--- src/hw/sssp_pkg.sv ---
// Constants for the synchronous slave serial port: register offsets,
// field positions, reset values and write masks.
// Assumes a Wishbone slave with byte offsets, each register one word.
package sssp_pkg;

    // ****************************************
    // Register byte offsets
    // ****************************************
    localparam logic [7:0] OFS_GLOBAL_INT = 8'h00; // Global interrupt control.
    localparam logic [7:0] OFS_PER_ENABLE = 8'h04; // Peripheral enable one.
    localparam logic [7:0] OFS_PER_FLAG   = 8'h08; // Peripheral flags one.
    localparam logic [7:0] OFS_RX_STATUS  = 8'h0C; // Receive status and control.
    localparam logic [7:0] OFS_PORTC_DIR  = 8'h10; // Port C direction.
    localparam logic [7:0] OFS_TX_HOLD    = 8'h14; // Transmit holding, write only.
    localparam logic [7:0] OFS_TX_STATUS  = 8'h18; // Transmit status and control.
    localparam logic [7:0] OFS_RX_DATA    = 8'h1C; // Receive data, read only.

    // ****************************************
    // Field positions
    // ****************************************
    localparam int BIT_GLOBAL_IE = 7; // Global interrupt enable.
    localparam int BIT_PERIPH_IE = 6; // Peripheral interrupt enable.
    localparam int BIT_RX_IE     = 5; // Receive interrupt enable.
    localparam int BIT_TX_IE     = 4; // Transmit interrupt enable.
    localparam int BIT_RX_PEND   = 5; // Receive pending flag.
    localparam int BIT_TX_EMPTY  = 4; // Transmit buffer empty flag.
    localparam int BIT_CLK_SRC   = 7; // Clock source select.
    localparam int BIT_TX_NINE   = 6; // Nine bit transmit enable.
    localparam int BIT_TX_EN     = 5; // Transmit enable.
    localparam int BIT_SYNC      = 4; // Clocked mode select.
    localparam int BIT_SR_EMPTY  = 1; // Shift register empty.
    localparam int BIT_TX_NINTH  = 0; // Transmit ninth bit.
    localparam int BIT_PORT_EN   = 7; // Port enable.
    localparam int BIT_RX_NINE   = 6; // Nine bit receive enable.
    localparam int BIT_SINGLE_RX = 5; // Single receive enable.
    localparam int BIT_CONT_RX   = 4; // Continuous receive enable.
    localparam int BIT_OVERRUN   = 1; // Overrun error flag.
    localparam int BIT_RX_NINTH  = 0; // Received ninth bit.

    // ****************************************
    // Reset values, write masks, sizes
    // ****************************************
    localparam logic [7:0] RST_ZERO      = 8'h00; // Cleared registers.
    localparam logic [7:0] RST_TX_STATUS = 8'h02; // Shift register empty.
    localparam logic [7:0] RST_PORTC_DIR = 8'hFF; // All inputs.
    localparam logic [7:0] WM_TX_STATUS  = 8'hF5; // Writable transmit bits.
    localparam logic [7:0] WM_RX_STATUS  = 8'hF8; // Writable receive bits.
    localparam logic [7:0] WM_PER_FLAG   = 8'hCF; // Flags not owned here.
    localparam int         CHAR_BITS     = 8;     // Low data bits.
    localparam int         FIFO_DEPTH    = 2;     // Receive buffer words.

endpackage

--- src/hw/sssp_top.sv ---
// Synchronous slave serial port: shift logic clocked by an external
// master, receive buffer, transmit holding stage and a Wishbone slave.
// Assumes the clock and data pins arrive asynchronously to clk.
//
// Chosen here: the register offsets and register access over Wishbone.
`timescale 1ns/100ps

// Operation
// - Transmitter runs only with transmit enabled.
// - Ninth transmit bit taken from its register bit.
// - Holding register write starts a transmission.
// - Continuous receive keeps receiver accepting, except during overrun.
// - Single receive enable only blocks transmit in slave.
// - Complete character moves into receive buffer.
// - Completion sets pending flag and interrupt.
// - Ninth received bit shown for top character.
// - Clearing continuous receive clears overrun.
// - Only slave mode shifts during sleep.
// - Shift registers stepped by external clock only.
// - Sleep reception sets pending flag, wakes.
// - Wake resumes; global enable takes vector.
// - Data changes leading edge, sampled trailing.
// - Clock pin driver always off in slave.
// - Two-word buffer; third word sets overrun.
// - Second word waits; empty flag stays clear.
module sssp_top
    import sssp_pkg::*;
#(
    parameter int DEPTH = FIFO_DEPTH // Receive buffer words, a power of two.
)
(
    input  wire logic        clk,      // System clock, 20 MHz.
    input  wire logic        rst_n,    // Synchronous reset, active low.
    input  wire logic        wb_cyc_i, // Wishbone cycle.
    input  wire logic        wb_stb_i, // Wishbone strobe.
    input  wire logic        wb_we_i,  // Wishbone write enable.
    input  wire logic [7:0]  wb_adr_i, // Wishbone byte address.
    input  wire logic [3:0]  wb_sel_i, // Wishbone byte selects.
    input  wire logic [31:0] wb_dat_i, // Wishbone write data.
    output logic      [31:0] wb_dat_o, // Wishbone read data.
    output logic             wb_ack_o, // Wishbone acknowledge.
    input  wire logic        sleep,    // Processor is asleep.
    input  wire logic        ck_in,    // Clock line pin level.
    output logic             ck_out,   // Clock line drive value.
    output logic             ck_oe,    // Clock line drive enable.
    input  wire logic        dt_in,    // Data line pin level.
    output logic             dt_out,   // Data line drive value.
    output logic             dt_oe,    // Data line drive enable.
    output logic             irq,      // Interrupt request to the core.
    output logic             wake      // Wake request to the core.
);

    localparam int PW = (DEPTH > 1) ? $clog2(DEPTH) : 1; // Pointer width.

    // ****************************************
    // Declarations
    // ****************************************
    logic [7:0]    gic;          // Global interrupt control.
    logic [7:0]    pie;          // Peripheral enable one.
    logic [7:0]    pir_keep;     // Flags owned by other peripherals.
    logic [7:0]    rx_ctl;       // Receive control bits.
    logic [7:0]    tx_ctl;       // Transmit control bits.
    logic [7:0]    portc_dir;    // Port C direction.
    logic          ck_s1;        // Clock pin, first stage.
    logic          ck_s2;        // Clock pin, second stage.
    logic          ck_s3;        // Clock pin, edge history.
    logic          dt_s1;        // Data pin, first stage.
    logic          dt_s2;        // Data pin, second stage.
    logic [8:0]    thr;          // Transmit holding word.
    logic          thr_full;     // Holding word waiting.
    logic [8:0]    tx_word;      // Transmit shift register.
    logic          tx_busy;      // Shift register in use.
    logic [3:0]    tcnt;         // Transmit bit index.
    logic [3:0]    tnb;          // Bits in current transmit word.
    logic [8:0]    rx_word;      // Receive shift register.
    logic [8:0]    next_rx_word; // Receive shift after this sample.
    logic [3:0]    rcnt;         // Receive bit index.
    logic [8:0]    mem [DEPTH];  // Receive buffer.
    logic [PW-1:0] wp;           // Buffer write pointer.
    logic [PW-1:0] rp;           // Buffer read pointer.
    logic [PW:0]   cnt;          // Buffer fill count.
    logic          overrun;      // Overrun error flag.
    logic          req;          // New bus request this cycle.
    logic          wr_thr;       // Holding register write.
    logic          pop;          // Receive data read.
    logic          push;         // Character completes into buffer.
    logic          lead;         // Leading clock edge seen.
    logic          trail;        // Trailing clock edge seen.
    logic          slave;        // Synchronous slave selected.
    logic          tx_mode;      // Transmit side active.
    logic          rx_mode;      // Receive side active.
    logic          rx_last;      // Final bit of a character.
    logic          rx_pend;      // Receive pending flag.
    logic          tx_empty;     // Transmit buffer empty flag.
    logic          ev;           // Enabled peripheral event.

    // ****************************************
    // Decode of mode and bus request
    // ****************************************
    assign slave   = tx_ctl[BIT_SYNC] & rx_ctl[BIT_PORT_EN] & ~tx_ctl[BIT_CLK_SRC];
    // Either receive bit steers away from transmit; only continuous receives.
    assign tx_mode = slave & ~(rx_ctl[BIT_CONT_RX] | rx_ctl[BIT_SINGLE_RX])
                     & tx_ctl[BIT_TX_EN];
    assign rx_mode = slave & rx_ctl[BIT_CONT_RX];
    assign req     = wb_cyc_i & wb_stb_i & ~wb_ack_o;
    assign wr_thr  = req & wb_we_i & wb_sel_i[0] & (wb_adr_i == OFS_TX_HOLD);
    assign pop     = req & ~wb_we_i & (wb_adr_i == OFS_RX_DATA) & (cnt != '0);
    assign rx_last = (rcnt == (rx_ctl[BIT_RX_NINE] ? 4'h8 : 4'h7));
    assign push    = rx_mode & trail & ~overrun & rx_last
                     & ((cnt != DEPTH[PW:0]) | pop);
    assign rx_pend = (cnt != '0);
    assign tx_empty = ~thr_full;
    assign ev      = (rx_pend & pie[BIT_RX_IE]) | (tx_empty & pie[BIT_TX_IE]);
    // Edges come from the second and third stages only.
    assign lead    = ck_s2 & ~ck_s3;
    assign trail   = ~ck_s2 & ck_s3;

    // ****************************************
    // Pin synchronisers
    // ****************************************
    // Both pins pass two flops before any edge logic reads them.
    always_ff @(posedge clk)
    begin
        if (!rst_n)
        begin
            ck_s1 <= 1'b0;
            ck_s2 <= 1'b0;
            ck_s3 <= 1'b0;
            dt_s1 <= 1'b0;
            dt_s2 <= 1'b0;
        end
        else
        begin
            ck_s1 <= ck_in;
            ck_s2 <= ck_s1;
            ck_s3 <= ck_s2;
            dt_s1 <= dt_in;
            dt_s2 <= dt_s1;
        end
    end

    // ****************************************
    // Control registers
    // ****************************************
    // Software writes land at the request edge; read-only bits are masked.
    always_ff @(posedge clk)
    begin
        if (!rst_n)
        begin
            gic       <= RST_ZERO;
            pie       <= RST_ZERO;
            pir_keep  <= RST_ZERO;
            rx_ctl    <= RST_ZERO;
            tx_ctl    <= RST_TX_STATUS;
            portc_dir <= RST_PORTC_DIR;
        end
        else if (req && wb_we_i && wb_sel_i[0])
        begin
            if (wb_adr_i == OFS_GLOBAL_INT)
            begin
                gic <= wb_dat_i[7:0];
            end
            else if (wb_adr_i == OFS_PER_ENABLE)
            begin
                pie <= wb_dat_i[7:0];
            end
            else if (wb_adr_i == OFS_PER_FLAG)
            begin
                pir_keep <= wb_dat_i[7:0] & WM_PER_FLAG;
            end
            else if (wb_adr_i == OFS_RX_STATUS)
            begin
                rx_ctl <= wb_dat_i[7:0] & WM_RX_STATUS;
            end
            else if (wb_adr_i == OFS_PORTC_DIR)
            begin
                portc_dir <= wb_dat_i[7:0];
            end
            else if (wb_adr_i == OFS_TX_STATUS)
            begin
                tx_ctl <= wb_dat_i[7:0] & WM_TX_STATUS;
            end
        end
    end

    // ****************************************
    // Transmit path
    // ****************************************
    // The holding word moves to the shift register once it is free; a new
    // write in the same cycle refills the holding stage after the move.
    always_ff @(posedge clk)
    begin
        if (!rst_n)
        begin
            thr      <= '0;
            thr_full <= 1'b0;
            tx_word  <= '0;
            tx_busy  <= 1'b0;
            tcnt     <= '0;
            tnb      <= 4'h8;
            dt_out   <= 1'b0;
        end
        else
        begin
            if (!tx_mode)
            begin
                // Transmitter off: shifting stops, the holding word stays.
                tx_busy  <= 1'b0;
                tcnt     <= '0;
            end
            else if (!tx_busy && thr_full)
            begin
                // First bit goes out at once, before any clock edge.
                tx_word  <= thr;
                tx_busy  <= 1'b1;
                thr_full <= 1'b0;
                tcnt     <= '0;
                tnb      <= tx_ctl[BIT_TX_NINE] ? 4'h9 : 4'h8;
                dt_out   <= thr[0];
            end
            else if (tx_busy)
            begin
                // Only the external clock steps the shift register.
                if (lead && tcnt != '0)
                begin
                    dt_out <= tx_word[tcnt];
                end
                if (trail)
                begin
                    if (tcnt == tnb - 4'h1)
                    begin
                        tx_busy <= 1'b0;
                    end
                    else
                    begin
                        tcnt <= tcnt + 4'h1;
                    end
                end
            end
            if (wr_thr)
            begin
                thr      <= {tx_ctl[BIT_TX_NINTH], wb_dat_i[7:0]};
                thr_full <= 1'b1;
            end
        end
    end

    // ****************************************
    // Receive path
    // ****************************************
    // A fresh character starts from a cleared shift register.
    always_comb
    begin
        next_rx_word       = (rcnt == '0) ? '0 : rx_word;
        next_rx_word[rcnt] = dt_s2;
    end

    // Samples on the trailing edge; sleep does not stop the slave side.
    always_ff @(posedge clk)
    begin
        if (!rst_n)
        begin
            rx_word <= '0;
            rcnt    <= '0;
            overrun <= 1'b0;
        end
        else if (!rx_mode)
        begin
            rcnt    <= '0;
            overrun <= 1'b0;
        end
        else if (trail && !overrun)
        begin
            rx_word <= next_rx_word;
            if (rx_last)
            begin
                rcnt <= '0;
                if (!push)
                begin
                    overrun <= 1'b1;
                end
            end
            else
            begin
                rcnt <= rcnt + 4'h1;
            end
        end
    end

    // Buffer keeps stored words on overrun; port disable flushes it.
    always_ff @(posedge clk)
    begin
        if (!rst_n || !rx_ctl[BIT_PORT_EN])
        begin
            wp  <= '0;
            rp  <= '0;
            cnt <= '0;
        end
        else
        begin
            if (push)
            begin
                mem[wp] <= next_rx_word;
                wp      <= wp + 1'b1;
            end
            if (pop)
            begin
                rp <= rp + 1'b1;
            end
            cnt <= cnt + {{PW{1'b0}}, push} - {{PW{1'b0}}, pop};
        end
    end

    // ****************************************
    // Event outputs
    // ****************************************
    // Wake needs the peripheral enable; vectoring also needs the global one.
    always_ff @(posedge clk)
    begin
        if (!rst_n)
        begin
            wake  <= 1'b0;
            irq   <= 1'b0;
            ck_out <= 1'b0;
            ck_oe  <= 1'b0;
            dt_oe  <= 1'b0;
        end
        else
        begin
            wake   <= ev & gic[BIT_PERIPH_IE];
            irq    <= ev & gic[BIT_PERIPH_IE] & gic[BIT_GLOBAL_IE];
            ck_out <= 1'b0;
            ck_oe  <= 1'b0;
            dt_oe  <= tx_mode;
        end
    end

    // ****************************************
    // Wishbone slave
    // ****************************************
    // One wait state; unmapped offsets answer with zero.
    always_ff @(posedge clk)
    begin
        if (!rst_n)
        begin
            wb_ack_o <= 1'b0;
            wb_dat_o <= '0;
        end
        else
        begin
            wb_ack_o <= req;
            wb_dat_o <= '0;
            if (!req || wb_we_i)
            begin
                wb_dat_o <= '0;
            end
            else if (wb_adr_i == OFS_GLOBAL_INT)
            begin
                wb_dat_o[7:0] <= gic;
            end
            else if (wb_adr_i == OFS_PER_ENABLE)
            begin
                wb_dat_o[7:0] <= pie;
            end
            else if (wb_adr_i == OFS_PER_FLAG)
            begin
                wb_dat_o[7:0] <= pir_keep | {2'b00, rx_pend, tx_empty, 4'h0};
            end
            else if (wb_adr_i == OFS_RX_STATUS)
            begin
                wb_dat_o[7:0] <= rx_ctl | {6'h00, overrun, mem[rp][8]};
            end
            else if (wb_adr_i == OFS_PORTC_DIR)
            begin
                wb_dat_o[7:0] <= portc_dir;
            end
            else if (wb_adr_i == OFS_TX_STATUS)
            begin
                wb_dat_o[7:0] <= (tx_ctl & ~8'h02) | {6'h00, ~tx_busy, 1'b0};
            end
            else if (wb_adr_i == OFS_RX_DATA)
            begin
                wb_dat_o[7:0] <= mem[rp][7:0];
            end
        end
    end
endmodule

--- config.mk ---
export PLATFORM = sky130hd
export DESIGN_NAME = sssp_top
export DESIGN_NICKNAME = d
export VERILOG_FILES = /design/src/hw/sssp_pkg.sv /design/src/hw/sssp_top.sv
export SDC_FILE = /design/constraint.sdc
export NUM_CORES = 1
export LEC_CHECK = 0
export ABC_AREA = 0
export BUFFER_PORTS_ARGS = -buffer_cell sky130_fd_sc_hd__buf_2
export CORE_MARGIN = 10
export CORE_UTILIZATION = 50
export CTS_CLUSTER_DIAMETER = 80
export CTS_CLUSTER_SIZE = 30
export DETAILED_ROUTE_END_ITERATION = 8
export HOLD_SLACK_MARGIN = 0.05
export PLACE_DENSITY = 0.75
export SETUP_SLACK_MARGIN = 0.15
export SYNTH_ARGS = -nofsm -noshare
export SYNTH_HDL_FRONTEND = slang
export SYNTH_SLANG_ARGS = --single-unit
--- constraint.sdc ---
create_clock -name clk -period 2.8 [get_ports clk]
set_input_delay 0 -clock clk [delete_from_list [all_inputs] [get_ports clk]]
set_output_delay 0 -clock clk [all_outputs]
set_load 0.005 [all_outputs]
---- After elaboration in Yosys (flattened, before gate mapping) ----
Memories as Yosys holds them, arrays and structs flattened. A register that Yosys moved wholly into a read port is not among the register bits.
Cells that the tools add are included.
cells by class
  mux-type cells .......................... 31
  eq/ne operators ......................... 10
  $lt $le $gt $ge ......................... 3
  reductions and logical operators ........ 37
  add/sub/neg operators ................... 7
  bitwise logic cells ..................... 47
operators by type and width
  kind                 number
  $mux 8               7
  $eq 8x5->1 const B   4
  $and 1x1->1          23
  $mux 1               18
  $not 1->1            18
  $eq 8x4->1 const B   2
  $or 8x2->8           2
  $reduce_and 2->1     6
  $reduce_and 3->1     4
  $lt 4x5->1 const B   2
  $reduce_bool 2->1    5
  $bwmux 9             1
  $mux 9               1
  $add 4x1->4 const B  2
  $eq 4x4->1           2
  $eq 8x3->1 const B   1
  $logic_not 8->1      1
  $mux 4               2
  $or 8x6->8           1
  $reduce_and 7->1     1
  $logic_and 1x1->1    6
  $reduce_and 6->1     1
  $logic_not 1->1      5
  $reduce_and 5->1     1
  other kinds (15)     19
word-level totals
  bits in registers ....................... 130
  memories ................................ 1
  memory bits (writable) .................. 18
  word-level logic and storage cells ...... 166
  output and inout bits ................... 39
memory list
  name  words  bits a word  read ports  clocked after Yosys merged registers in  wr ports  line            source
  mem   2      9            1           1                                        1         sssp_top.sv:78  logic [8:0] mem [DEPTH];

---- Depth between registers and ports, before layout ----
  depth in word-level cells ............... 10
  mapped depth ............................ 11
  gate-level depth less buffers ........... 9

---- Worst setup path after synthesis ----
OpenSTA, ideal clock, no wires.
  path type ............................... reg2reg
  start ................................... register ck_s3
  end ..................................... memory mem[0][0], enable pin
  path slack .............................. 115 ps
  setup time .............................. 387 ps
  data arrival time ....................... 2299 ps
  cell stages (with the launch flop) ...... 5
  path through ............................ dfxtp_1 > nor3b_1 > nand3_2 > or3_1 > nor3_1
between the ends
  longest elaborated chain between the ends .. 8
ends and longest elaborated chain
  what                          line             source
  start: declaration            sssp_top.sv:66   logic ck_s3;
  start signal: assignment      sssp_top.sv:136  ck_s3 <= ck_s2;
  $and 1x1->1                   sssp_top.sv:116  assign trail = ~ck_s2 & ck_s3;
  $and 1x1->1 (3 in series)     sssp_top.sv:109  assign push = rx_mode & trail & ~overrun & rx_last
  $and 1x1->1                   sssp_top.sv:110  & ((cnt != DEPTH[PW:0]) | pop);
  $mux 1                        sssp_top.sv:301  if (push)
  $mux 1                        sssp_top.sv:293  if (!rst_n || !rx_ctl[BIT_PORT_EN])
  $mux 1 (implied by the code)  sssp_top.sv:303  mem[wp] <= next_rx_word;
  end: declaration              sssp_top.sv:78
No other way between the ends.

---- Worst setup path after layout ----
  start ................................... input port wb_adr_i[4]
  end ..................................... register cnt[1]
between the ends
  longest elaborated chain between the ends .. 7
ends and longest elaborated chain
  what                         line             source
  start: declaration           sssp_top.sv:37   input wire logic [7:0] wb_adr_i,
  $eq 8x5->1 *                 sssp_top.sv:107  assign pop = req & ~wb_we_i & (wb_adr_i == OFS_RX_DATA) & (cnt != '0);
  $and 1x1->1 * (2 in series)  sssp_top.sv:107
  $or 1x1->1                   sssp_top.sv:110
  $and 1x1->1                  sssp_top.sv:110
  $add 2x1->2                  sssp_top.sv:310  cnt <= cnt + {{PW{1'b0}}, push} - {{PW{1'b0}}, pop};
  $sub 2x1->2 *                sssp_top.sv:310
  end signal: assignment       sssp_top.sv:310
  end: declaration             sssp_top.sv:81   logic [PW:0] cnt;
Mark *: on every way between the ends. The rest lies on a longest branch, timed or not.
A chain may end at the register's enable or synchronous reset.

==> results.py <==
metrics = {
    "setup_path": {
        "start_kind": "primary input",
        "cp_max_fo": 10,
        "cp_data_arrival_time_ps": 2830,
        "cp.required_ps": 3140,
        "r2r_cells": 9,
        "crit_path_end_kind": "flip-flop",
        "reg2reg_from": "rcnt[2]",
        "r2r-end": "cnt[1]",
        "path_class": "primary input to flip-flop",
        "reg2reg_slack_ps": 500,
    },
    "synthesis": {
        "yosys_warnings": 0,
        "muxShareOfSynthArea": 0.116,
        "avgSynthCellArea_sq_um": 9.73,
        "synth_compound_area_frac": 0.119,
        "synth-simple-area-share": 0.218,
        "ys_seq_elements": 121,
        "synth_edf_count": 18,
        "async_flop_share": 0,
        "synthXorXnorAreaFrac": 0.0137,
        "synth_top_family_by_area": "simple AND/OR/NAND/NOR gates",
        "netlist_area_sq_um": 5740,
        "synthAdderAreaFrac": 0.0153,
        "synth-main-ff-cell": "dfxtp_1",
        "ys_seq_area_frac": 0.453,
        "ys_top_cells_by_area": "dfxtp_1 (36%), edfxtp_1 (9.4%), mux2i_1 (9.4%), nor2b_1 (4.1%), nand2_1 (3.7%)",
        "synth_top_area_frac": 0.359,
        "syn_inst": 590,
        "synth_top_cell_by_area": "dfxtp_1",
        "synth_cell_types": 65,
    },
    "routing": {
        "wirelength_microns": 14000,
        "wl_per_cell_microns": 17.5,
        "firstDrtPassIters": 5,
        "initialDrtViolationCount": 428,
        "ant_nets": 0,
        "vias": 4508,
        "drc": 0,
        "viasPerCell": 5.63,
    },
    "floorplanning": {
        "pin_count": 91,
        "dieHeight_microns": 127,
        "dieArea_sq_um": 16200,
        "initial_core_util": 0.507,
        "die_w_microns": 127,
        "core_region_area_sq_um": 11300,
        "fp-row-count": 39,
    },
    "power": {
        "total_leakage_power_uw": 0.00255,
        "powerDensity_nw_per_um2": 623,
        "total_power_uw": 4200,
        "ir_drop_v": 0.000396,
    },
    "cells_and_area": {
        "final_cell_mix": "dfxtp_1 (103), nand2_1 (57), mux2i_1 (54), nor2_1 (48), nor2b_1 (38)",
        "nets": 705,
        "multiInputGateArea_sq_um": 2870,
        "area_growth_pct": 17.4,
        "regArea_sq_um": 2600,
        "diodes": 0,
        "drive_above_1_share": 0.149,
        "layout_commonest_cell": "dfxtp_1",
        "num-fill-cells": 918,
    },
    "sta": {
        "finalSetupTns_ps": 0,
        "period_share": 0.890,
        "tightestPinTransition_ps": 713,
        "hold_viol_final": 0,
        "relSlewSlack": 0.522,
        "layout_min_cycle_time_ps": 2490,
        "clock.fmax_mhz": 401,
        "finalWorstSetupSlack_ps": 309,
        "setup_viol": 0,
        "maxSlewViolCount": 0,
        "finClkSkew_ps": 6.75,
        "rsz0062_at_grt": "false",
    },
    "hold_path": {
        "holdPathStages": 4,
        "worstHoldStart": "wb_we_i",
        "hold_path_end": "wb_dat_o[3]",
        "hold_class": "primary input to flip-flop",
    },
    "global_route": {
        "grt_usage": 0.172,
        "grt_pass1_vias": 4445,
        "grt_max_degree": 43,
        "grtUsageMet1": 0.208,
        "grt_pass1_wl_microns": 22500,
        "met2_usage": 0.269,
        "gr-max-usage-layer": "met2",
        "use_met3": 0.0616,
        "antenna_found_initial": 0,
        "grt-ovfl-total": 0,
    },
    "job": {
        "drv_cap": 0,
    },
    "cts": {
        "root_buffer": "clkbuf_16",
        "clk_latency_ps": 410,
        "clock_path_buffers": 2,
        "cts.clk_slew.worst_paths_ps": 50,
        "numClockSinks": 121,
        "cts_buffers": 17,
        "cts_tree": "done",
        "htreeDepth": 4,
        "post_cts_buffers": 0,
    },
    "placement": {
        "dp_hpwl_microns": 9810,
        "place.gp.congestion": 0.884,
        "io_buffers": 36,
        "place_ws_ps": 418,
    },
    "run_status": {
        "outcome": "finished clean",
    },
}
[cell usage after synthesis (all sizes together) (3+ instances only)]
library cell  number
dfxtp            103
nand2             57
mux2i             54
nor2              49
nor2b             38
buf               33
a21boi            21
nand3             20
clkbuf            19
edfxtp            18
o21ai             17
a21oi             12
a211oi            11
inv               10
and2               9
nor3               9
nor3b              8
ha                 7
mux2               7
and3               6
nand2b             6
nor4               6
xor2               6
o22ai              5
a221oi             4
a22oi              4
or3                4
a211o              3
a22o               3
a31oi              3
a32o               3
nand3b             3
or4                3
xnor2              3
[registers in the layout, indices dropped and copies added (netlist names), 2 cells and up, named ones only]
| register | cells |
|---|---|
| rx_ctl | 5 |
| thr | 9 |
| tx_word | 9 |
| pir_keep | 6 |
| rcnt | 4 |
| wb_dat_o | 8 |
| portc_dir | 8 |
| rx_word | 9 |
| tcnt | 4 |
| gic | 8 |
| cnt | 2 |
| pie | 8 |
| mem | 18 |
| tx_ctl | 6 |
[worst max-delay path, stage by stage]
cell	delay, ps
dlygate4sd3_1	530
buf_2	230
or4b_4	510
o41a_1	480
nor3_2	190
nand2_1	70
o21ai_0	100
ha_1	200
xor2_1	70
or3_1	310
a21oi_1	150
[power breakdown]
part | internal (uW) | switching (uW)
sequential | 1760 | 2.82
combinational | 66.4 | 98.0
clock | 1530 | 744
[how the worst max path moves through the flow]
stage                 from   endpoint  slack (ps)
2_1_floorplan        ck_s3  mem[0][0]         110
3_3_place_gp   wb_adr_i[4]     cnt[1]         460
3_5_place_dp   wb_adr_i[4]     cnt[1]         420
4_1_cts        wb_adr_i[4]     cnt[1]         310
5_1_grt        wb_adr_i[4]     cnt[1]         170
6_report       wb_adr_i[4]     cnt[1]         310
[stage by stage]
stage                     area, sq um  cells   util  hold WS (ps)
after floorplan                  5840    615      -           127
after global placement           5950    753  0.525           211
after detailed placement         5950    753  0.525           212
after CTS                        6730    801  0.594           122
after global routing             6740    801  0.595           151
final                            6740    801  0.595           156
[kinds of logic (layout without fill, tap and decap cells)]
group	after synthesis	in the layout
AOI/OAI and AO/OA	96	96
xor gates and xnor gates	9	9
adders and majority gates	7	7
buffers and inverters	62	105
DFF	121	121
muxes	63	63
other	1	26
and+or+nand+nor	231	231
[final cells by class]
type,count,share of cell area
inverter,10,0.00557
sequential,121,0.386
clock inverter,8,0.0213
clock buffer,23,0.0694
tap,143,0.0265
multi-input combinational,432,0.426
timing repair buffer,64,0.0648
[per-layer routing]
| metal | share of wire | routed length (microns) |
|---|---|---|
| met4 | 0.027 | 373 |
| met5 | 0 | 0 |
| met2 | 0.46 | 6400 |
| met3 | 0.084 | 1170 |
| met1 | 0.43 | 6040 |
[what timing repair did]
item                                    CTS  global route
gates resized for setup                   0             3
hold buffers                             17             0
hold endpoints to repair                 57             0
endpoints found under the setup margin    0             1
Power figures use the tool's default switching activity.
